<file path="config.mk">
export PLATFORM = sky130hd
export DESIGN_NAME = startup_adaption_config
export DESIGN_NICKNAME = d
export VERILOG_FILES = /design/src/design/startup_adaption_config.v
export VERILOG_INCLUDE_DIRS = /design/src /design/src/design
export SDC_FILE = /design/constraint.sdc
export NUM_CORES = 1
export LEC_CHECK = 0
export ABC_AREA = 1
export ABC_CLOCK_PERIOD_IN_PS = 10200
export BUFFER_PORTS_ARGS = -buffer_cell sky130_fd_sc_hd__buf_2
export CELL_PAD_IN_SITES_DETAIL_PLACEMENT = 1
export CELL_PAD_IN_SITES_GLOBAL_PLACEMENT = 1
export CORE_MARGIN = 2
export CORE_UTILIZATION = 45
export DETAILED_ROUTE_END_ITERATION = 8
export PLACE_DENSITY_LB_ADDON = 0.1
export SYNTH_ARGS = -nofsm -noshare
export SYNTH_HDL_FRONTEND = slang
export SYNTH_SLANG_ARGS = --single-unit
</file>
<file path="constraint.sdc">
create_clock -name clk_sys -period 10.2 [get_ports clk_sys]
set_input_delay 1.02 -clock clk_sys [delete_from_list [all_inputs] [get_ports clk_sys]]
set_output_delay 1.02 -clock clk_sys [all_outputs]
set_load 0.01 [all_outputs]
</file>
<file path="src/design/startup_adaption_regs.vh">
// Register map, field layout and timing constants of the startup/adaption config block
`ifndef STARTUP_ADAPTION_REGS_VH
`define STARTUP_ADAPTION_REGS_VH
`define ADDR_STARTUP_CONTROL  16'h4001
`define ADDR_ADAPTION_ENABLES 16'h4002
`define ADDR_ADAPTION_OPTIONS 16'h4003
`define ADDR_AMPLITUDE_TARGET 16'h4004
`define ADDR_AMPLITUDE_LOW    16'h4005
`define ADDR_AMPLITUDE_HIGH   16'h4006
`define WAIT_LSB              0
`define WAIT_MSB              2
`define MODE_LSB              3
`define MODE_MSB              4
`define NOSTART_BIT           5
`define RATE_LSB              0
`define RATE_MSB              2
`define FAULT_HOLD_BIT        3
`define ZCAL_BIT              4
`define STORE_BIT             5
`define RST_STARTUP_CONTROL   8'h00
`define RST_ADAPTION_ENABLES  8'h00
`define RST_ADAPTION_OPTIONS  8'h00
`define RST_AMPLITUDE_TARGET  8'h96
`define RST_AMPLITUDE_LOW     8'h00
`define RST_AMPLITUDE_HIGH    8'hb4
`define RATE_SLOW             3'h0
`define RATE_STEP             3'h6
`define SLOW_COUNT            5'h1f
`define CLK_KHZ               40000
`define MS_PER_MS             1
`define WAIT_MS_0             9'h000
`define WAIT_MS_1             9'h001
`define WAIT_MS_2             9'h003
`define WAIT_MS_3             9'h00a
`define WAIT_MS_4             9'h01e
`define WAIT_MS_5             9'h064
`define WAIT_MS_6             9'h12c
`define RATE_SHIFT_BASE       3'h5
`endif

</file>
<file path="src/design/startup_adaption_config.v">
// Startup, auto adaption and amplitude monitor configuration registers with their control
`timescale 1ns/10ps
`include "startup_adaption_regs.vh"
module startup_adaption_config #(
  parameter CYC_PER_MS = `CLK_KHZ / `MS_PER_MS,
  parameter NUM_PAR    = 10,
  parameter PAR_W      = 8
) (
  input  wire                     clk_sys,              // System clock, 40 MHz
  input  wire                     reset_n,              // Asynchronous reset, active low
  input  wire [15:0]              reg_addr,             // Register address
  input  wire                     reg_wr,               // Register write strobe
  input  wire [7:0]               reg_wdata,            // Register write data
  input  wire                     reg_rd,               // Register read strobe
  output reg  [7:0]               reg_rdata,            // Register read data
  input  wire                     config_done,          // Configuration complete pulse
  input  wire                     start_cmd,            // Start/restart command pulse
  input  wire                     stop_cmd,             // Stop command pulse
  output reg                      interp_run,           // Interpolation running
  output reg                      startup_wait,         // Startup delay in progress
  output reg  [1:0]               startup_mode,         // Mode latched at start
  input  wire                     calibration_pin_n,    // Calibration pin, active low
  output wire                     cal_sc_active,        // Sin/cos calibration running
  output wire                     cal_z_active,         // Z calibration running
  output reg                      ee_store_req,         // Store corrections pulse
  input  wire                     amp_valid,            // Amplitude refresh pulse
  input  wire [7:0]               measured_amplitude,   // Measured sin/cos amplitude
  output reg                      amplitude_range_flag, // Amplitude out of range
  output wire [7:0]               amplitude_target,     // Gain calibration target
  input  wire                     err_valid,            // Correction request pulse
  input  wire [3:0]               err_sel,              // Correction parameter index
  input  wire                     err_up,               // Request direction, 1 = up
  input  wire [PAR_W-1:0]         err_mag,              // Error magnitude
  output wire [NUM_PAR*PAR_W-1:0] correction_parameter  // Correction parameters
);
  localparam ST_IDLE = 3'b001;
  localparam ST_WAIT = 3'b010;
  localparam ST_RUN  = 3'b100;

  reg        rst_s1_ff;
  reg        rst_n_ff;
  reg  [7:0] startup_control_ff;
  reg  [7:0] adaption_enables_ff;
  reg  [7:0] adaption_options_ff;
  reg  [7:0] amplitude_target_ff;
  reg  [7:0] amplitude_low_limit_ff;
  reg  [7:0] amplitude_high_limit_ff;
  reg  [2:0] state_ff;
  reg  [2:0] nxt_state;
  reg  [8:0] ms_left_ff;
  reg  [31:0] cyc_ff;
  reg        cal_pin_prev_ff;
  reg  [8:0] wait_ms;

  wire [2:0] adaption_rate_sel    = adaption_options_ff[`RATE_MSB:`RATE_LSB];
  wire       adaption_fault_hold  = adaption_options_ff[`FAULT_HOLD_BIT];
  wire       zero_cal_include     = adaption_options_ff[`ZCAL_BIT];
  wire       store_on_cal_release = adaption_options_ff[`STORE_BIT];
  wire       cal_active           = ~calibration_pin_n;
  wire       ms_tick              = (cyc_ff == CYC_PER_MS - 1);
  // Adaption also runs while calibrating; the hold bit pauses it on amplitude fault
  wire       adapt_go = (interp_run | cal_active)
                        & ~(adaption_fault_hold & amplitude_range_flag);

  assign amplitude_target = amplitude_target_ff;
  assign cal_sc_active    = cal_active;
  assign cal_z_active     = cal_active & zero_cal_include;

  always @(posedge clk_sys or negedge reset_n) begin
    if (!reset_n) begin
      rst_s1_ff <= 1'b0;
      rst_n_ff  <= 1'b0;
    end else begin
      rst_s1_ff <= 1'b1;
      rst_n_ff  <= rst_s1_ff;
    end
  end

  // Register writes and reads
  always @(posedge clk_sys or negedge rst_n_ff) begin
    if (!rst_n_ff) begin
      startup_control_ff      <= `RST_STARTUP_CONTROL;
      adaption_enables_ff     <= `RST_ADAPTION_ENABLES;
      adaption_options_ff     <= `RST_ADAPTION_OPTIONS;
      amplitude_target_ff     <= `RST_AMPLITUDE_TARGET;
      amplitude_low_limit_ff  <= `RST_AMPLITUDE_LOW;
      amplitude_high_limit_ff <= `RST_AMPLITUDE_HIGH;
      reg_rdata               <= 8'h00;
    end else begin
      if (reg_wr) begin
        case (reg_addr)
          `ADDR_STARTUP_CONTROL:  startup_control_ff      <= reg_wdata;
          `ADDR_ADAPTION_ENABLES: adaption_enables_ff     <= reg_wdata;
          `ADDR_ADAPTION_OPTIONS: adaption_options_ff     <= reg_wdata;
          `ADDR_AMPLITUDE_TARGET: amplitude_target_ff     <= reg_wdata;
          `ADDR_AMPLITUDE_LOW:    amplitude_low_limit_ff  <= reg_wdata;
          `ADDR_AMPLITUDE_HIGH:   amplitude_high_limit_ff <= reg_wdata;
          default: ;
        endcase
      end
      if (reg_rd) begin
        case (reg_addr)
          `ADDR_STARTUP_CONTROL:  reg_rdata <= startup_control_ff;
          `ADDR_ADAPTION_ENABLES: reg_rdata <= adaption_enables_ff;
          `ADDR_ADAPTION_OPTIONS: reg_rdata <= adaption_options_ff;
          `ADDR_AMPLITUDE_TARGET: reg_rdata <= amplitude_target_ff;
          `ADDR_AMPLITUDE_LOW:    reg_rdata <= amplitude_low_limit_ff;
          `ADDR_AMPLITUDE_HIGH:   reg_rdata <= amplitude_high_limit_ff;
          default:                reg_rdata <= 8'h00;
        endcase
      end
    end
  end

  // Reserved code 7 is treated as no delay
  always @* begin
    case (startup_control_ff[`WAIT_MSB:`WAIT_LSB])
      3'h1:    wait_ms = `WAIT_MS_1;
      3'h2:    wait_ms = `WAIT_MS_2;
      3'h3:    wait_ms = `WAIT_MS_3;
      3'h4:    wait_ms = `WAIT_MS_4;
      3'h5:    wait_ms = `WAIT_MS_5;
      3'h6:    wait_ms = `WAIT_MS_6;
      default: wait_ms = `WAIT_MS_0;
    endcase
  end

  always @* begin
    nxt_state = state_ff;
    case (state_ff)
      ST_IDLE: begin
        if (config_done)
          nxt_state = ST_WAIT;
      end
      ST_WAIT: begin
        if (ms_left_ff == 9'h000)
          nxt_state = startup_control_ff[`NOSTART_BIT] ? ST_IDLE : ST_RUN;
      end
      ST_RUN: begin
        if (stop_cmd)
          nxt_state = ST_IDLE;
      end
      default: nxt_state = ST_IDLE;
    endcase
    if (start_cmd)
      nxt_state = ST_RUN;
  end

  always @(posedge clk_sys or negedge rst_n_ff) begin
    if (!rst_n_ff) begin
      state_ff        <= ST_IDLE;
      ms_left_ff      <= 9'h000;
      cyc_ff          <= 32'h0000_0000;
      interp_run      <= 1'b0;
      startup_wait    <= 1'b0;
      startup_mode    <= 2'h0;
      cal_pin_prev_ff <= 1'b1;
      ee_store_req    <= 1'b0;
    end else begin
      state_ff     <= nxt_state;
      interp_run   <= (nxt_state == ST_RUN);
      startup_wait <= (nxt_state == ST_WAIT);
      // The ms divider restarts with each wait so the delay is never cut short
      if (state_ff != ST_WAIT || ms_tick)
        cyc_ff <= 32'h0000_0000;
      else
        cyc_ff <= cyc_ff + 32'h0000_0001;
      if (state_ff == ST_IDLE && config_done)
        ms_left_ff <= wait_ms;
      else if (state_ff == ST_WAIT && ms_tick && ms_left_ff != 9'h000)
        ms_left_ff <= ms_left_ff - 9'h001;
      if (nxt_state == ST_RUN && state_ff != ST_RUN)
        startup_mode <= startup_control_ff[`MODE_MSB:`MODE_LSB];
      cal_pin_prev_ff <= calibration_pin_n;
      ee_store_req    <= calibration_pin_n & ~cal_pin_prev_ff & store_on_cal_release;
    end
  end

  always @(posedge clk_sys or negedge rst_n_ff) begin
    if (!rst_n_ff)
      amplitude_range_flag <= 1'b0;
    else if (amp_valid)
      amplitude_range_flag <= (measured_amplitude < amplitude_low_limit_ff)
                            | (measured_amplitude > amplitude_high_limit_ff);
  end

  // One adaption engine per correction parameter
  genvar gi;
  generate
    for (gi = 0; gi < NUM_PAR; gi = gi + 1) begin : g_par
      localparam [2:0] EN_BIT = (gi == 0 || gi == 2) ? 3'd0 : (gi == 1 || gi == 3) ? 3'd3 :
                                (gi == 4) ? 3'd1 : (gi == 5 || gi == 6) ? 3'd4 :
                                (gi == 7) ? 3'd2 : (gi == 8) ? 3'd5 : 3'd6;
      reg [PAR_W-1:0] par_ff;
      reg [4:0]       slow_cnt_ff;
      reg             slow_dir_ff;
      wire [PAR_W-1:0] frac = err_mag >> (`RATE_SHIFT_BASE - adaption_rate_sel);
      wire hit = err_valid && (err_sel == gi) && adapt_go
                 && adaption_enables_ff[EN_BIT];
      assign correction_parameter[gi*PAR_W +: PAR_W] = par_ff;
      always @(posedge clk_sys or negedge rst_n_ff) begin
        if (!rst_n_ff) begin
          par_ff      <= {PAR_W{1'b0}};
          slow_cnt_ff <= 5'h00;
          slow_dir_ff <= 1'b0;
        end else if (hit) begin
          case (adaption_rate_sel)
            `RATE_STEP:
              par_ff <= err_up ? par_ff + 1'b1 : par_ff - 1'b1;
            `RATE_SLOW: begin
              // A direction change restarts the count, which is what buys noise immunity
              slow_dir_ff <= err_up;
              if (slow_dir_ff != err_up)
                slow_cnt_ff <= 5'h01;
              else if (slow_cnt_ff == `SLOW_COUNT) begin
                slow_cnt_ff <= 5'h00;
                par_ff <= err_up ? par_ff + 1'b1 : par_ff - 1'b1;
              end else
                slow_cnt_ff <= slow_cnt_ff + 5'h01;
            end
            3'h1, 3'h2, 3'h3, 3'h4:
              par_ff <= err_up ? par_ff + frac : par_ff - frac;
            default: ;
          endcase
        end
      end
    end
  endgenerate
endmodule // startup_adaption_config

</file>
**Word-level counts from Yosys, hierarchy flattened**

Index checks and enable logic that the tools add are counted.

- Add/sub/neg operators: 53
- $mul: 0
- Div/mod/pow operators: 0
- Magnitude comparators: 2
- Equal/unequal tests: 74
- Shifts and indexed selects: 1
- Muxes and demuxes: 81
- Bitwise gates (word level): 10
- Reductions and logical operators: 68

Operators by type and width:

| cell | number |
|---|---|
| $mux W8 | 40 |
| $pmux W8 S3 | 10 |
| $mux W5 | 20 |
| $eq A16 B15 Y1 const B | 6 |
| $add A8 B1 Y8 const B | 10 |
| $add A8 B8 Y8 | 10 |
| $sub A8 B1 Y8 const B | 10 |
| $sub A8 B8 Y8 | 10 |
| $pmux W9 S6 | 1 |
| $add A5 B1 Y5 const B | 10 |
| $eq A5 B5 Y1 const B | 10 |
| $pmux W8 S6 | 1 |
| $ne A2 B2 Y1 const B | 20 |
| $reduce_and A4 Y1 | 10 |
| $logic_and A1 B1 Y1 | 34 |
| $add A32 B1 Y32 const B | 1 |
| $eq A32 B16 Y1 const B | 1 |
| $mux W32 | 1 |
| $reduce_and A2 Y1 | 16 |
| $eq A3 B3 Y1 const B | 7 |
| $eq A3 B2 Y1 const B | 6 |
| $mux W9 | 2 |
| $eq A4 B3 Y1 const B | 4 |
| $mux W3 | 5 |
| other kinds (24) | 44 |

- Flip-flop bits (word level): 249
- Bits in latches: 0
- Memory bits (writable): 0
- Bits in read-only memories: 0
- Input bits: 55
- Output and inout bits: 104
- Word-level logic and storage cells: 337
- Memories: 0

**Longest topological paths before layout**

- Depth after elaboration: 6
- Depth in mapped cells: 25

**Worst setup path after synthesis**

Ideal clock, no wire load.

- Kind: input-to-reg
- From: in err_mag[3]
- To: reg g_par[2].par_ff[7]
- Setup time: 0.117 ns
- Data arrival time: 4.248 ns
- Setup slack: 5.835 ns
- Cell stages on the path: 24
- Buffers on the path: 0
- Cell sequence: inv_1 -> nand2_1 -> nand3_1 -> nand2_1 -> nand2_1 -> nand2_1 -> inv_1 -> ha_1 -> o21ai_0 -> inv_1 -> nor2_1 -> inv_1 -> ha_1 -> nand3_1 -> nand2_1 -> nand2_1 -> nand2_1 -> nand2_1 -> nand2_1 -> a21oi_1 -> nand3b_1 -> nand3_1 -> nand2_1 -> nand2_1

- Longest elaborated chain between the ends: 4
- Elaborated cells on any way between the ends: 5
- Classes of those cells: add/sub: 2; shift: 1; mux: 2

Ends and longest elaborated chain:

| what | RTL line | RTL |
|---|---|---|
| start: declaration | startup_adaption_config.v:33 | `input wire [PAR_W-1:0] err_mag,` |
| $shr A8 B3 Y8 * | startup_adaption_config.v:197 | `` wire [PAR_W-1:0] frac = err_mag >> (`RATE_SHIFT_BASE - adaption_rate_sel); `` |
| $sub A8 B8 Y8 / $add A8 B8 Y8 (equally long branches) | startup_adaption_config.v:222 | `par_ff <= err_up ? par_ff + frac : par_ff - frac;` |
| $mux W8 * | startup_adaption_config.v:222 |  |
| $pmux W8 S3 * | startup_adaption_config.v:207 | `case (adaption_rate_sel)` |
| end signal: assignment | startup_adaption_config.v:203 | `par_ff <= {PAR_W{1'b0}};` |
| end signal: assignment | startup_adaption_config.v:209 | `par_ff <= err_up ? par_ff + 1'b1 : par_ff - 1'b1;` |
| end signal: assignment | startup_adaption_config.v:222 |  |
| end: declaration | startup_adaption_config.v:194 | `reg [PAR_W-1:0] par_ff;` |

Mark *: on every way between the ends. The rest lies on a longest branch, timed or not.
A chain may end at the register's enable or synchronous reset.

**Worst setup path after layout**

- From: reg adaption_options_ff[0]
- To: reg g_par[9].par_ff[7]

- Longest elaborated chain between the ends: 5
- Elaborated cells on any way between the ends: 17
- Classes of those cells: add/sub: 3; eq/ne: 7; shift: 1; mux: 2; reduce/logical: 4

Ends and longest elaborated chain:

| what | RTL line | RTL |
|---|---|---|
| start: declaration | startup_adaption_config.v:44 | `reg [7:0] adaption_options_ff;` |
| start signal: assignment | startup_adaption_config.v:84 | `` adaption_options_ff <= `RST_ADAPTION_OPTIONS; `` |
| start signal: assignment | startup_adaption_config.v:94 | `` `ADDR_ADAPTION_OPTIONS: adaption_options_ff <= reg_wdata; `` |
| $sub A3 B3 Y3 (no source line) | - |  |
| $shr A8 B3 Y8 | startup_adaption_config.v:197 |  |
| $sub A8 B8 Y8 / $add A8 B8 Y8 (equally long branches) | startup_adaption_config.v:222 |  |
| $mux W8 | startup_adaption_config.v:222 |  |
| $pmux W8 S3 | startup_adaption_config.v:207 |  |
| end signal: assignment | startup_adaption_config.v:203 |  |
| end signal: assignment | startup_adaption_config.v:209 |  |
| end signal: assignment | startup_adaption_config.v:222 |  |
| end: declaration | startup_adaption_config.v:194 |  |

Parallel ways exist; a longest one is shown, timed or not.

==> impl_metrics.json <==
{
  "synth_compound_area_share_pct": 13.32,
  "syn-instance-count": 1941,
  "final.setup.tns_ns": 0,
  "grt_pass1_wl_um": 73950,
  "ys.flop_type": "dfrtp_1",
  "fp-row-count": 67,
  "fin_crit_sh_pct": 39.93,
  "antenna_found_initial": 3,
  "cp.required_ns": 10.64,
  "port_buffers": 158,
  "relSlewSlack_pct": 28.70,
  "h-tree-depth": 1,
  "cts_buffer_depth": 3,
  "seq_area_um2": 6247,
  "worst_setup_path_start_kind": "register",
  "path_clk_slew_ns": 0.06,
  "core_area_um2": 33450,
  "dp_hpwl_um": 33450,
  "crit_path_max_fanout": 14,
  "cts_resized": 0,
  "final_hold_viol_count": 0,
  "place_ws_ns": 5.797,
  "path_cells": "inv_2 > nand2_1 > nand3_1 > nand2_1 > nand2_1 > nand2_1 > inv_1 > ha_1 > nand4_1 > nand2_1 > xnor2_1 > buf_4 > ha_1 > a21oi_1 > o21ai_0 > a41o_1 > nand3b_1 > nand2_1 > nand2_1 > nand2_1 > nand2_1",
  "crit_type": "reg2reg",
  "synth-edff-count": 0,
  "overflow": 0,
  "yosysSeqAreaShare_pct": 40.92,
  "vdd_ir_drop_max_mv": 0.1267,
  "slowest_stage": "xnor2_1",
  "drt-initial-drc-count": 636,
  "end_kind": "register",
  "dieWidth_um": 188.1,
  "synthAdderAreaFrac_pct": 10.74,
  "ys_types": 52,
  "dr.pass1.iters": 5,
  "cp_num_buf_inv": 3,
  "drt_wl_total_um": 44950,
  "synthSimpleGateAreaFrac_pct": 22.85,
  "avgSynthCellArea_um2": 7.862,
  "ctsHoldBuffers": 0,
  "hold_path_class": "in2async",
  "cts_tree": "yes",
  "status": "finished clean",
  "stdcell_area_um2": 17510,
  "yosys_warnings": 0,
  "path_common_cell": "nand2_1",
  "syn-cell-area_um2": 15260,
  "ys_ff_latch": 249,
  "io_pins": 159,
  "grt_max_degree": 69,
  "period_minus_slack_ns": 4.073,
  "clk_latency_ns": 0.56,
  "clock-root-buffer": "clkbuf_16",
  "grtUsageTotal_pct": 25.67,
  "grt_setup_unrepaired": "no",
  "crit_family": "simple AND/OR/NAND/NOR gates",
  "nNetsFinal": 2282,
  "dieArea_um2": 35400,
  "fin_skew_ns": 0.01086,
  "grt_pass1_vias": 14530,
  "initial_core_util_pct": 45.62,
  "cap_violations": 0,
  "post_cts_buffers": 0,
  "finalSetupViolCount": 0,
  "max_stage_delay_ns": 0.67,
  "fillers": 4158,
  "synth_xor_area_share_pct": 4.764,
  "startpoint": "adaption_options_ff[0]",
  "via_per_inst": 5.379,
  "drive_gt1_share_pct": 11.65,
  "synthMuxAreaShare_pct": 0.07379,
  "worst_pin_slew_ns": 1.067,
  "avgRoutedWirePerCell_um": 17.49,
  "drc": 0,
  "synthesis.nets": 2121,
  "cts_sinks": 249,
  "place.gp.congestion": 0.8554,
  "synth-async-reset-ratio_pct": 100.0,
  "synth_top_family_by_area": "simple AND/OR/NAND/NOR gates",
  "fin_ws_ns": 6.127,
  "vias": 13830,
  "syn2layout_area_growth_pct": 14.73,
  "p_leak_uw": 0.008569,
  "arrival_ns": 4.52,
  "utilization_pct": 52.34,
  "r2r_start": "adaption_options_ff[0]",
  "clock.fmax_mhz": 245.5,
  "placed_cell_area_um2": 16490,
  "die_y_um": 188.1,
  "route.antenna.remaining_nets": 0,
  "maxSlewViolCount": 0,
  "cts_made_buffers": 30,
  "powerDensity_nw_per_um2": 132.4,
  "multiInputGateArea_um2": 7901
}
==> cells in the final DEF, fill, tap and decap left out, types with 3 or more instances in the layout <==
cell / netlist / routed
nand2_1: 454 / 454
inv_1: 241 / 241
dfrtp_1: 239 / 238
o21ai_0: 200 / 200
buf_2: 13 / 158
nor2_1: 151 / 151
ha_1: 115 / 115
a21oi_1: 105 / 105
nand3_1: 87 / 87
nor3_1: 60 / 60
xor2_1: 44 / 44
xnor2_1: 39 / 39
clkbuf_16: 0 / 31
nand4_1: 28 / 28
o22ai_1: 16 / 16
nand3b_1: 11 / 11
o31ai_1: 10 / 10
fa_1: 10 / 10
dfstp_2: 10 / 10
nor3b_1: 9 / 9
o21ai_1: 8 / 8
buf_4: 3 / 8
a31oi_1: 7 / 7
clkbuf_8: 0 / 7
inv_2: 6 / 6
nor4_1: 6 / 6
o211ai_1: 6 / 6
clkbuf_1: 18 / 6
a22oi_1: 5 / 5
nand2_2: 4 / 4
o21a_1: 4 / 4
nor3_2: 3 / 3
a21o_1: 3 / 3
bufinv_16: 0 / 3
==> through the flow <==
stage / power, uW / cells / hold WS (ns)
global placement: 1225 / 2518 / 0.3404
floorplan: 1171 / 1941 / 0.3312
CTS: 2348 / 2569 / 0.2112
detailed placement: 1235 / 2518 / 0.3364
global route: 2416 / 2569 / 0.2138
finish: 2317 / 2570 / 0.2344
==> logic make-up (layout without fill, tap and decap cells) <==
family | count (synthesis) | after routing
AOI/OAI and AO/OA | 377 | 377
muxes | 1 | 1
DFF | 249 | 249
buffers and inverters | 285 | 465
and+or+nand+nor | 820 | 820
xor gates and xnor gates | 83 | 83
adders and majority gates | 125 | 125
other | 1 | 2
==> final cells by class <==
cell class | count | area share [%]
Multi-Input combinational cell | 1407 | 45.13
Inverter | 248 | 5.332
Clock inverter | 7 | 0.6647
Sequential cell | 249 | 35.68
Clock buffer | 44 | 5.110
Timing Repair Buffer | 166 | 4.860
Tap cell | 448 | 3.202
Antenna cell | 1 | 0.01429
==> synthesized netlist by cell type, types with 3 or more instances <==
library cell | n | share of area, %
nand2_1 | 454 | 11
inv_1 | 241 | 5.9
dfrtp_1 | 239 | 39
o21ai_0 | 200 | 6.6
nor2_1 | 151 | 3.7
ha_1 | 115 | 9.4
a21oi_1 | 105 | 3.4
nand3_1 | 87 | 2.9
nor3_1 | 60 | 2.0
xor2_1 | 44 | 2.5
xnor2_1 | 39 | 2.2
nand4_1 | 28 | 1.1
clkbuf_1 | 18 | 0.44
o22ai_1 | 16 | 0.66
buf_2 | 13 | 0.43
nand3b_1 | 11 | 0.54
dfstp_2 | 10 | 1.7
fa_1 | 10 | 1.3
o31ai_1 | 10 | 0.49
nor3b_1 | 9 | 0.44
o21ai_1 | 8 | 0.26
a31oi_1 | 7 | 0.29
inv_2 | 6 | 0.15
nor4_1 | 6 | 0.25
o211ai_1 | 6 | 0.30
a22oi_1 | 5 | 0.25
nand2_2 | 4 | 0.16
o21a_1 | 4 | 0.20
a21o_1 | 3 | 0.15
buf_4 | 3 | 0.15
nor3_2 | 3 | 0.20
==> final timing paths <==
check                                               end  slack [ns]  depth (start not counted)
worst min-delay path                           rst_n_ff        0.23                          1
worst min register to register                 rst_n_ff        0.36                          0
worst max-delay path                 g_par[9].par_ff[7]        6.13                         21
min in group clk_sys                           rst_n_ff        0.36                          0
max in group asynchronous       g_par[6].slow_cnt_ff[1]        7.64                          2
worst max register to register       g_par[9].par_ff[7]        6.13                         21
==> power by group <==
part           switching, uW  internal, uW
logic                    125          67.4
registers               18.6          1010
clock network            424           675
==> layer usage <==
layer  wire length [um]  track usage [%]  up-vias
met3               1537            2.957       55
li1                   -                -     6734
met1              20700            34.20     6827
met4                962            5.845        4
met5                 24                0        -
met2              21720            44.79      205
==> state kept, by name, indices dropped and copies added, names as in the netlist, 9 cells and up <==
register and count:
cyc_ff 32, ms_left_ff 9, g_par.par_ff 80, g_par.slow_dir_ff 10
g_par.slow_cnt_ff 50
==> worst register-to-register path, cell delays in order (launching register included) <==
cell and delay (ns):
dfrtp_1 0.64, inv_2 0.18, nand2_1 0.13, nand3_1 0.09, nand2_1 0.09, nand2_1 0.05
nand2_1 0.11, inv_1 0.08, ha_1 0.21, nand4_1 0.10, nand2_1 0.07, xnor2_1 0.67
buf_4 0.32, ha_1 0.32, a21oi_1 0.15, o21ai_0 0.08, a41o_1 0.21, nand3b_1 0.15
nand2_1 0.13, nand2_1 0.06, nand2_1 0.06, nand2_1 0.05
Power figures use the tool's default switching activity.
